[src/mic_consts.vh]
`ifndef MIC_CONSTS_VH
`define MIC_CONSTS_VH

// register word indices, byte address is four times the index
`define MIC_IDX_MF0      4'h0
`define MIC_IDX_MF5      4'h5
`define MIC_IDX_EDGE     4'h6
`define MIC_IDX_CTRL     4'h7
`define MIC_IDX_GFLAG    4'h8
`define MIC_IDX_STACK    4'h9

// field positions inside each multi-function register
`define MIC_BIT_SER_FLAG 6
`define MIC_BIT_A_FLAG   5
`define MIC_BIT_P_FLAG   4
`define MIC_BIT_SER_EN   2
`define MIC_BIT_A_EN     1
`define MIC_BIT_P_EN     0

// implemented bits, the rest read as zero
`define MIC_MASK_PLAIN   8'h33
`define MIC_MASK_SERIAL  8'h77
// request flag bits of any multi-function register
`define MIC_MASK_FLAGS   8'h70

// control register fields
`define MIC_CTRL_GLOBAL  0
`define MIC_CTRL_EXT_LO  1
`define MIC_CTRL_GRP_LO  3

// edge select codes
`define MIC_EDGE_OFF     2'h0
`define MIC_EDGE_RISE    2'h1
`define MIC_EDGE_FALL    2'h2
`define MIC_EDGE_BOTH    2'h3

// reset values and sizes
`define MIC_RST_BYTE     8'h00
`define MIC_STACK_DEPTH  4'h8
`define MIC_NO_SOURCE    4'h8

`endif

[src/mic_irq_ctrl.v]
// Functional notes
// - source events set their request flags regardless of any enable
// - a set flag causes a vector jump only when its enable is one
// - global enable at zero blocks every interrupt
// - taking an interrupt pushes next pc and loads the vector address
// - return from interrupt pops the saved pc for resumption
// - servicing an interrupt clears the global enable automatically
// - requests arriving while blocked still set flags and stay pending
// - no interrupt is acknowledged while the stack is full
// - simultaneous requests are serviced in a fixed priority order
// - any set request flag wakes the device from sleep or idle
// - external pin flag sets on the transition chosen by its edge field
// - pin interrupt needs global enable, pin enable and an active edge
// - servicing a pin interrupt clears its flag and the global enable
// - pull-high selection stays in effect on an interrupt pin
// - each pin triggers on rising, falling or both, or is disabled
// - first register: eeprom flag 5, adc flag 4, enables 1 and 0
// - timer registers: match a flag 5, match p flag 4, enables 1, 0
// - serial registers: serial flag bit 6 and serial enable bit 2
// - unimplemented bits read zero; all flags and enables reset to zero
// - pins have own vectors, other sources share group vectors
// - edge field 00 off, 01 rising, 10 falling, 11 both
// - group flag sets when any enabled source flag in it sets; the code sets it only if no flag in it was already set and enabled
// - group service clears only the group flag, not source flags
//
// The placing of the registers and register access over APB are this design's own decisions.
`timescale 1ns/10ps
`include "mic_consts.vh"

module mic_irq_ctrl #(
   // priority order: 3-bit source index per slot, slot 0 highest
   parameter [23:0] PRIO_ORDER = 24'hFAC688,
   parameter [15:0] VEC_BASE   = 16'h0004,
   parameter [15:0] VEC_STEP   = 16'h0004
) (
   // clock and reset
   input  wire        pclk,
   input  wire        presetn,
   // apb slave
   input  wire        psel,
   input  wire        penable,
   input  wire        pwrite,
   input  wire [7:0]  paddr,
   input  wire [31:0] pwdata,
   output reg  [31:0] prdata,
   output reg         pready,
   output reg         pslverr,
   // peripheral event pulses
   input  wire        adc_done_evt,
   input  wire        eeprom_done_evt,
   input  wire [2:0]  ptimer_cmp_a_evt,
   input  wire [2:0]  ptimer_cmp_p_evt,
   input  wire [1:0]  stimer_cmp_a_evt,
   input  wire [1:0]  stimer_cmp_p_evt,
   input  wire [1:0]  serial_evt,
   // external interrupt pins and pull-high
   input  wire [1:0]  ext_irq_pins,
   input  wire [1:0]  pull_high_sel,
   output reg  [1:0]  pull_high_en,
   // cpu core side
   input  wire        cpu_boundary,
   input  wire [15:0] cpu_next_pc,
   input  wire        cpu_call,
   input  wire        cpu_ret,
   input  wire        return_from_irq_instr,
   output reg         pc_load,
   output reg  [15:0] pc_load_value,
   output reg         irq_taken,
   output reg  [2:0]  irq_source,
   output reg         stack_full,
   output reg         wake_up
);

   ////////////////////////////////////////////////////////////////////////////
   // helper functions

   // enabled pending state of one multi-function register
   function mf_pending;
      input [7:0] r;
      begin
         mf_pending = (r[`MIC_BIT_A_FLAG] & r[`MIC_BIT_A_EN]) |
                      (r[`MIC_BIT_P_FLAG] & r[`MIC_BIT_P_EN]) |
                      (r[`MIC_BIT_SER_FLAG] & r[`MIC_BIT_SER_EN]);
      end
   endfunction

   // decode of a two-bit edge field
   function edge_hit;
      input [1:0] sel;
      input       rise;
      input       fall;
      begin
         case (sel)
            `MIC_EDGE_RISE: edge_hit = rise;
            `MIC_EDGE_FALL: edge_hit = fall;
            `MIC_EDGE_BOTH: edge_hit = rise | fall;
            default:        edge_hit = 1'b0;
         endcase
      end
   endfunction

   // fixed priority pick, lowest slot wins because it is written last
   function [3:0] prio_pick;
      input [7:0]  req;
      input [23:0] ord;
      integer      k;
      reg   [2:0]  s;
      begin
         prio_pick = `MIC_NO_SOURCE;
         s = 3'h0;
         for (k = 7; k >= 0; k = k - 1) begin
            s = ord[3*k +: 3];
            if (req[s]) begin
               prio_pick = {1'b0, s};
            end
         end
      end
   endfunction

   // implemented-bit mask; serial bits only in registers 3 and 4
   function [7:0] mf_mask;
      input [2:0] n;
      begin
         if (n == 3'h3 || n == 3'h4) begin
            mf_mask = `MIC_MASK_SERIAL;
         end else begin
            mf_mask = `MIC_MASK_PLAIN;
         end
      end
   endfunction

   ////////////////////////////////////////////////////////////////////////////
   // state

   reg  [7:0]  mf_reg [0:5];
   reg  [3:0]  edge_sel_reg;
   reg         global_irq_enable_reg;
   reg  [1:0]  ext_pin_irq_enables_reg;
   reg  [5:0]  group_irq_enable_reg;
   reg  [1:0]  ext_pin_irq_flags_reg;
   reg  [5:0]  group_irq_flag_reg;
   reg  [5:0]  group_term_reg;
   reg  [1:0]  pin_prev_reg;
   reg         pin_prev_ok_reg;
   reg  [15:0] stack_mem [0:7];
   reg  [3:0]  sp_reg;
   // separate loop indices keep each variable to one process
   integer     i;
   integer     j;

   ////////////////////////////////////////////////////////////////////////////
   // apb decode

   wire [3:0]  idx      = paddr[5:2];
   wire        mapped   = (paddr[7:6] == 2'h0) && (paddr[1:0] == 2'h0) &&
                          (idx <= `MIC_IDX_STACK);
   wire        setup    = psel & ~penable;
   // accesses to unmapped words never write anything
   wire        access   = psel & penable & pready & ~pslverr;
   wire        apb_wr   = access & pwrite;
   wire        wr_ctrl  = apb_wr && (idx == `MIC_IDX_CTRL);
   wire        wr_gflag = apb_wr && (idx == `MIC_IDX_GFLAG);
   wire        wr_edge  = apb_wr && (idx == `MIC_IDX_EDGE);

   ////////////////////////////////////////////////////////////////////////////
   // event mapping onto register bits

   wire [47:0] mf_set = {
      8'h00 | ({7'h00, ptimer_cmp_a_evt[2]} << `MIC_BIT_A_FLAG)
            | ({7'h00, ptimer_cmp_p_evt[2]} << `MIC_BIT_P_FLAG),
      8'h00 | ({7'h00, serial_evt[1]} << `MIC_BIT_SER_FLAG)
            | ({7'h00, ptimer_cmp_a_evt[1]} << `MIC_BIT_A_FLAG)
            | ({7'h00, ptimer_cmp_p_evt[1]} << `MIC_BIT_P_FLAG),
      8'h00 | ({7'h00, serial_evt[0]} << `MIC_BIT_SER_FLAG)
            | ({7'h00, stimer_cmp_a_evt[1]} << `MIC_BIT_A_FLAG)
            | ({7'h00, stimer_cmp_p_evt[1]} << `MIC_BIT_P_FLAG),
      8'h00 | ({7'h00, stimer_cmp_a_evt[0]} << `MIC_BIT_A_FLAG)
            | ({7'h00, stimer_cmp_p_evt[0]} << `MIC_BIT_P_FLAG),
      8'h00 | ({7'h00, ptimer_cmp_a_evt[0]} << `MIC_BIT_A_FLAG)
            | ({7'h00, ptimer_cmp_p_evt[0]} << `MIC_BIT_P_FLAG),
      8'h00 | ({7'h00, eeprom_done_evt} << `MIC_BIT_A_FLAG)
            | ({7'h00, adc_done_evt} << `MIC_BIT_P_FLAG)
   };

   ////////////////////////////////////////////////////////////////////////////
   // request evaluation

   reg  [5:0]  group_term;
   reg  [1:0]  pin_edge;
   always @* begin
      for (j = 0; j < 6; j = j + 1) begin
         group_term[j] = mf_pending(mf_reg[j]);
      end
      // a pin edge is only seen after one settled sample
      // trade-off: the settling sample costs a cycle after reset but
      // keeps the reset value of the previous sample from faking an edge
      for (j = 0; j < 2; j = j + 1) begin
         pin_edge[j] = pin_prev_ok_reg &
                       edge_hit(edge_sel_reg[2*j +: 2],
                                ext_irq_pins[j] & ~pin_prev_reg[j],
                                ~ext_irq_pins[j] & pin_prev_reg[j]);
      end
   end

   // group flag sets when the group goes from no enabled source request to one
   // a level would raise the group again right after service; an edge does not
   wire [5:0]  group_set = group_term & ~group_term_reg;

   // pin request also needs a non-disabled edge field
   wire [1:0]  edge_active = {|edge_sel_reg[3:2], |edge_sel_reg[1:0]};
   wire [1:0]  ext_req = ext_pin_irq_flags_reg & ext_pin_irq_enables_reg &
                         edge_active;
   // group requests gated by their group enables
   wire [7:0]  req_all = {group_irq_flag_reg & group_irq_enable_reg, ext_req};
   wire [3:0]  winner  = prio_pick(req_all, PRIO_ORDER);

   // global enable, room on the stack, and a clean boundary
   // no take while pc_load stands, so entries are two cycles apart
   wire        take = global_irq_enable_reg & ~sp_reg[3] & cpu_boundary &
                      ~pc_load & ~winner[3];
   // evenly spaced vectors; base and step are parameters
   wire [15:0] vec  = VEC_BASE + ({13'h0000, winner[2:0]} * VEC_STEP);

   // pins have slots 0 and 1, groups slots 2 to 7
   wire [1:0]  ext_clr   = take ? (2'h1 << winner[0]) & {2{~|winner[2:1]}} : 2'h0;
   wire [7:0]  grp_onehot = 8'h01 << winner[2:0];
   wire [5:0]  grp_clr   = take ? grp_onehot[7:2] : 6'h00;

   // an entry owns the stack in its cycle; a call or pop then is lost
   wire        do_pop  = (cpu_ret | return_from_irq_instr) & (sp_reg != 4'h0) & ~take;
   wire        do_call = cpu_call & ~sp_reg[3] & ~take;

   ////////////////////////////////////////////////////////////////////////////
   // read mux

   reg  [31:0] rd_data;
   // unimplemented bits are never stored, so no read mask is needed
   always @* begin
      rd_data = 32'h0000_0000;
      if (idx <= `MIC_IDX_MF5) begin
         rd_data[7:0] = mf_reg[idx[2:0]];
      end else if (idx == `MIC_IDX_EDGE) begin
         rd_data[3:0] = edge_sel_reg;
      end else if (idx == `MIC_IDX_CTRL) begin
         rd_data[8:0] = {group_irq_enable_reg, ext_pin_irq_enables_reg,
                         global_irq_enable_reg};
      end else if (idx == `MIC_IDX_GFLAG) begin
         rd_data[7:0] = {group_irq_flag_reg, ext_pin_irq_flags_reg};
      end else if (idx == `MIC_IDX_STACK) begin
         rd_data[3:0] = sp_reg;
      end
   end

   ////////////////////////////////////////////////////////////////////////////
   // apb response, one access cycle with no extra wait
   // a refused transfer still gets its ready, so the master never stalls

   always @(posedge pclk or negedge presetn) begin
      if (!presetn) begin
         prdata  <= 32'h0000_0000;
         pready  <= 1'b0;
         pslverr <= 1'b0;
      end else begin
         pready  <= setup;
         pslverr <= setup & ~mapped;
         if (setup) begin
            prdata <= mapped ? rd_data : 32'h0000_0000;
         end
      end
   end

   ////////////////////////////////////////////////////////////////////////////
   // flags and enables

   always @(posedge pclk or negedge presetn) begin
      if (!presetn) begin
         for (i = 0; i < 6; i = i + 1) begin
            mf_reg[i] <= `MIC_RST_BYTE;
         end
         edge_sel_reg            <= 4'h0;
         global_irq_enable_reg   <= 1'b0;
         ext_pin_irq_enables_reg <= 2'h0;
         group_irq_enable_reg    <= 6'h00;
         ext_pin_irq_flags_reg   <= 2'h0;
         group_irq_flag_reg      <= 6'h00;
         group_term_reg          <= 6'h00;
         pin_prev_reg            <= 2'h0;
         pin_prev_ok_reg         <= 1'b0;
      end else begin
         // events set flags whatever the enables; set beats clear
         for (i = 0; i < 6; i = i + 1) begin
            mf_reg[i] <= (((apb_wr && idx == i) ? pwdata[7:0] : mf_reg[i]) |
                          mf_set[8*i +: 8]) & mf_mask(i[2:0]);
         end
         if (wr_edge) begin
            edge_sel_reg <= pwdata[3:0];
         end
         // servicing drops the global enable, over a software write
         if (take) begin
            global_irq_enable_reg <= 1'b0;
         end else if (wr_ctrl) begin
            global_irq_enable_reg <= pwdata[`MIC_CTRL_GLOBAL];
         end
         if (wr_ctrl) begin
            ext_pin_irq_enables_reg <= pwdata[`MIC_CTRL_EXT_LO +: 2];
            group_irq_enable_reg    <= pwdata[`MIC_CTRL_GRP_LO +: 6];
         end
         // pin flags: edge sets, service clears, set wins
         ext_pin_irq_flags_reg <= ((wr_gflag ? pwdata[1:0] : ext_pin_irq_flags_reg)
                                   & ~ext_clr) | pin_edge;
         // group flag alone is cleared by service
         group_irq_flag_reg <= ((wr_gflag ? pwdata[7:2] : group_irq_flag_reg)
                                & ~grp_clr) | group_set;
         group_term_reg  <= group_term;
         pin_prev_reg    <= ext_irq_pins;
         pin_prev_ok_reg <= 1'b1;
      end
   end

   ////////////////////////////////////////////////////////////////////////////
   // return stack; array has no reset since sp guards every read

   always @(posedge pclk) begin
      // push the next pc on entry or on a call
      if (take || do_call) begin
         stack_mem[sp_reg[2:0]] <= cpu_next_pc;
      end
   end

   always @(posedge pclk or negedge presetn) begin
      if (!presetn) begin
         sp_reg        <= 4'h0;
         pc_load       <= 1'b0;
         pc_load_value <= 16'h0000;
         irq_taken     <= 1'b0;
         irq_source    <= 3'h0;
         stack_full    <= 1'b0;
         wake_up       <= 1'b0;
         pull_high_en  <= 2'h0;
      end else begin
         // pointer runs 0 to 8; bit 3 alone marks a full stack
         // full stack stops entries until a pop frees a level
         if (take || do_call) begin
            sp_reg <= sp_reg + 4'h1;
         end else if (do_pop) begin
            sp_reg <= sp_reg - 4'h1;
         end
         stack_full <= (take || do_call) ? (sp_reg == `MIC_STACK_DEPTH - 4'h1) :
                       do_pop ? 1'b0 : sp_reg[3];
         pc_load   <= take | do_pop;
         irq_taken <= take;
         if (take) begin
            pc_load_value <= vec;
            irq_source    <= winner[2:0];
         end else if (do_pop) begin
            pc_load_value <= stack_mem[sp_reg[2:0] - 3'h1];
         end
         // any set flag requests a wake-up
         // enable bits masked off: a set enable alone must not wake the core
         wake_up <= (|{group_irq_flag_reg, ext_pin_irq_flags_reg}) |
                    (|((mf_reg[0] | mf_reg[1] | mf_reg[2] | mf_reg[3] |
                        mf_reg[4] | mf_reg[5]) & `MIC_MASK_FLAGS));
         pull_high_en <= pull_high_sel;
      end
   end

endmodule

[config.mk]
export PLATFORM = sky130hd
export DESIGN_NAME = mic_irq_ctrl
export DESIGN_NICKNAME = d
export VERILOG_FILES = /design/src/mic_irq_ctrl.v
export VERILOG_INCLUDE_DIRS = /design/src
export SDC_FILE = /design/constraint.sdc
export NUM_CORES = 1
export LEC_CHECK = 0
export ABC_AREA = 0
export BUFFER_PORTS_ARGS = -buffer_cell sky130_fd_sc_hd__buf_2
export CAP_MARGIN = 20
export CORE_UTILIZATION = 50
export DETAILED_ROUTE_END_ITERATION = 6
export PLACE_DENSITY_LB_ADDON = 0.05
export SYNTH_ARGS = -nofsm -noshare
export SYNTH_HDL_FRONTEND = slang
export SYNTH_SLANG_ARGS = --single-unit
[constraint.sdc]
create_clock -name pclk -period 4.5 [get_ports pclk]
set_input_delay 0.9 -clock pclk [delete_from_list [all_inputs] [get_ports pclk]]
set_output_delay 0.9 -clock pclk [all_outputs]
set_load 0.01 [all_outputs]
==> metrics.md <==
| Metric | Value |
|---|---|
| Final worst path period share | 69.3% |
| Pin count of the biggest net entering global routing | 76 |
| Number of flops mapped to enable cells by yosys | 128 |
| Critical path startpoint category | register |
| Ys Warns | 0 |
| Post-CTS Repair Setup Buffers | 0 |
| CP max FO | 22 |
| FF-to-FF End | sp_reg[2] |
| Die span in y | 143 µm |
| # hold bufs at CTS | 0 |
| Cells on Worst Hold Path | 1 |
| FP Rows | 51 |
| CORE AREA | 19,500 µm² |
| IO Port Bufs | 95 |
| Starting Density | 51.0% |
| Htree depth | 1 |
| GRT Total Usage | 21.8% |
| Placer congestion estimate | 0.829 |
| Die ar. | 20,500 µm² |
| HP Start | group_term_reg[4] |
| Synth Instances | 666 |
| Setup crit end kind | register |
| Top cells by count, synth | edfxtp_1, dfrtp_1, nand2_1 |
| ANT cells | 0 |
| Register area share after synthesis | 63.2% |
| Post-cts sizing count | 0 |
| ANT nets after route | 0 |
| Post-route minimum period | 3120 ps |
| Die width | 143 µm |
| Worst hold slack | 432 ps |
| Worst-Skew Late Latency | 530 ps |
| Worst r2r src | edge_sel_reg[0] |
| Initial antenna violation count | 0 |
| Main area contributors after synthesis | edfxtp_1, dfrtp_1, mux4_2 |
| Vias in the first global route | 6,040 |
| Final WL | 21.5 mm |
| Relative slew slack | 34.6% |
| CTS max path bufs | 3 |
| Clock sink count | 226 |
| DP HPWL | 14.2 mm |
| CP max stage cell | nor2_1 |
| Count of cell types in the netlist | 61 |
| First-pass DRT Iterations | 5 |
| CP Class | reg -> reg |
| Reg-to-reg slack, setup | 1380 ps |
| First-pass GRT wire length | 33.3 mm |
| DR vias | 5,895 |
| Worst IR Drop VDD | 0.296 mV |
| WP data required | 4890 ps |
| Cell Pwr Density | 534 nW/µm² |
| MaxCap Viol Count | 0 |
| Max Freq | 0.321 GHz |
| R2R cell count | 10 |
| Nets | 865 |
| Tightest Pin Transition | 978 ps |
| Placed Area | 10,600 µm² |
| Hold EP | group_irq_flag_reg[4] |
| Post-Syn Area | 9960 µm² |
| Share of cells above drive strength 1 | 29.2% |
| Async SR Flop Fraction | 43.4% |
| Setup TNS | 0 ps |
| Final Hold Viols | 0 |
| CP peak stage delay | 470 ps |
| RSZ-0062 raised after global routing | no |
| Worst path cell trace | o211ai_4, nand3_2, o21ai_4, inv_2, nor2_1, xnor2_1, ha_1, nor4_1, a22oi_2, xnor2_1 |
| IO Pins | 142 |
| #FFs+latches synth | 226 |
| Pleak | 4.64 nW |
| Buf/Inv on CP | 1 |
| Final setup fails | 0 |
| Mean number of vias per cell | 5.60 |
| Prevailing post-synth register cell | edfxtp_1 |
| Max reg flops | 128 |
| DRC | 0 |
| Clk slew on worst S/H paths | 60 ps |
| Grt ovf | 0 |
| Area Growth Syn to Fin | 14.8% |
| CP Launch Point | edge_sel_reg[0] |
| Min-Delay Path Class | reg -> reg |
| Routed wire per std cell | 20.4 µm |
| Drt first-iter violations | 359 |
| Avg Inst Size Synth | 15.0 µm² |
| Worst EP arrival | 3510 ps |
| Crit path top cell by count | xnor2_1 |
| Clock skew | 9.82 ps |
| Cell family with most CP delay | simple AND/OR/NAND/NOR gates |
| CTS tree | done |
| Most frequent cell after synthesis | edfxtp_1 |
| FILL cells | 1,548 |
| Slew Limit Fails | 0 |
| Status | complete, no violations |
| CTS Buf Count | 25 |
| CTS Root Cell | clkbuf_16 |
| Share of Yosys cell area claimed by the top area cell type | 38.6% |
| Synth area leader | edfxtp_1 |
| Design area | 11,400 µm² |
==> report_power, final <==
| group | switching, mW | internal (mW) | total [mW] |
|---|---|---|---|
| clock network | 0.799 | 1.12 | 1.92 |
| logic | 0.887 | 0.793 | 1.68 |
| registers | 0.143 | 2.37 | 2.51 |
==> how the worst max path moves through the flow <==
| stage | end | slack (ps) | cells past startpoint |
|---|---|---|---|
| CTS | sp_reg[2] | 1390 | 10 |
| floorplan | stack_mem[0][0] | 1050 | 5 |
| detailed placement | sp_reg[2] | 1240 | 10 |
| global placement | sp_reg[2] | 1290 | 10 |
| finish | sp_reg[2] | 1380 | 10 |
| global route | sp_reg[2] | 1130 | 10 |
==> cells by family after synthesis <==
family          share of synthesized area, %
other cells                           0.0754
simple gates                            7.74
mux                                     15.0
xor+xnor                               0.427
fa+ha+maj                               1.63
compound gates                          7.48
flops                                   63.2
buf+inv                                 4.42
==> area by class of cell <==
type	count	area, µm²	area share [%]
Clock buffer	35	683	5.97
Clock inverter	10	92.6	0.810
Inverter	26	97.6	0.853
Multi-Input combinational cell	384	3350	29.3
Sequential cell	226	6300	55.1
Tap cell	265	332	2.90
Timing Repair Buffer	106	581	5.08
==> through the flow <==
| stage | utilization, % | worst slack, ps | total power, mW | cells |
|---|---|---|---|---|
| 3_3_place_gp | 54.5 | 1290 | 4.24 | 1006 |
| 2_1_floorplan | - | 1050 | 3.76 | 688 |
| 5_1_grt | 58.6 | 1130 | 6.41 | 1052 |
| 6_report | 58.6 | 1380 | 6.11 | 1052 |
| 4_1_cts | 58.4 | 1390 | 6.19 | 1051 |
| 3_5_place_dp | 54.5 | 1240 | 4.27 | 1006 |
==> layout by cell type (no fill, tap or decap), drive strengths merged, types with 2 or more instances in the layout <==
master,n
mux2i,36
mux2,27
a221o,3
nor2b,2
xnor2,3
nand2,44
buf,106
o211ai,7
a221oi,2
edfxtp,128
ha,13
conb,24
o22a,2
nand2b,7
a222oi,2
a21o,4
and3,3
nand3,14
a211o,6
nand3b,8
a32o,4
o22ai,4
dfrtp,98
mux4,37
a22o,6
inv,27
nor3,9
clkbuf,35
or4,2
a22oi,9
a211oi,12
nor2,40
a21oi,10
o221ai,3
o21ai,18
clkinv,7
nand4,2
nor4,9
a32oi,3
==> metal layers <==
metal / track usage, % / vias to the layer above / share of wire [%]
met2: 37.7 / 182 / 51
met1: 27.5 / 2955 / 41
met5: 0 / - / 0
met3: 3.05 / 48 / 4.5
li1: - / 2710 / -
met4: 9.00 / 0 / 3.7
Note: power is estimated with default switching activity, not from simulation.
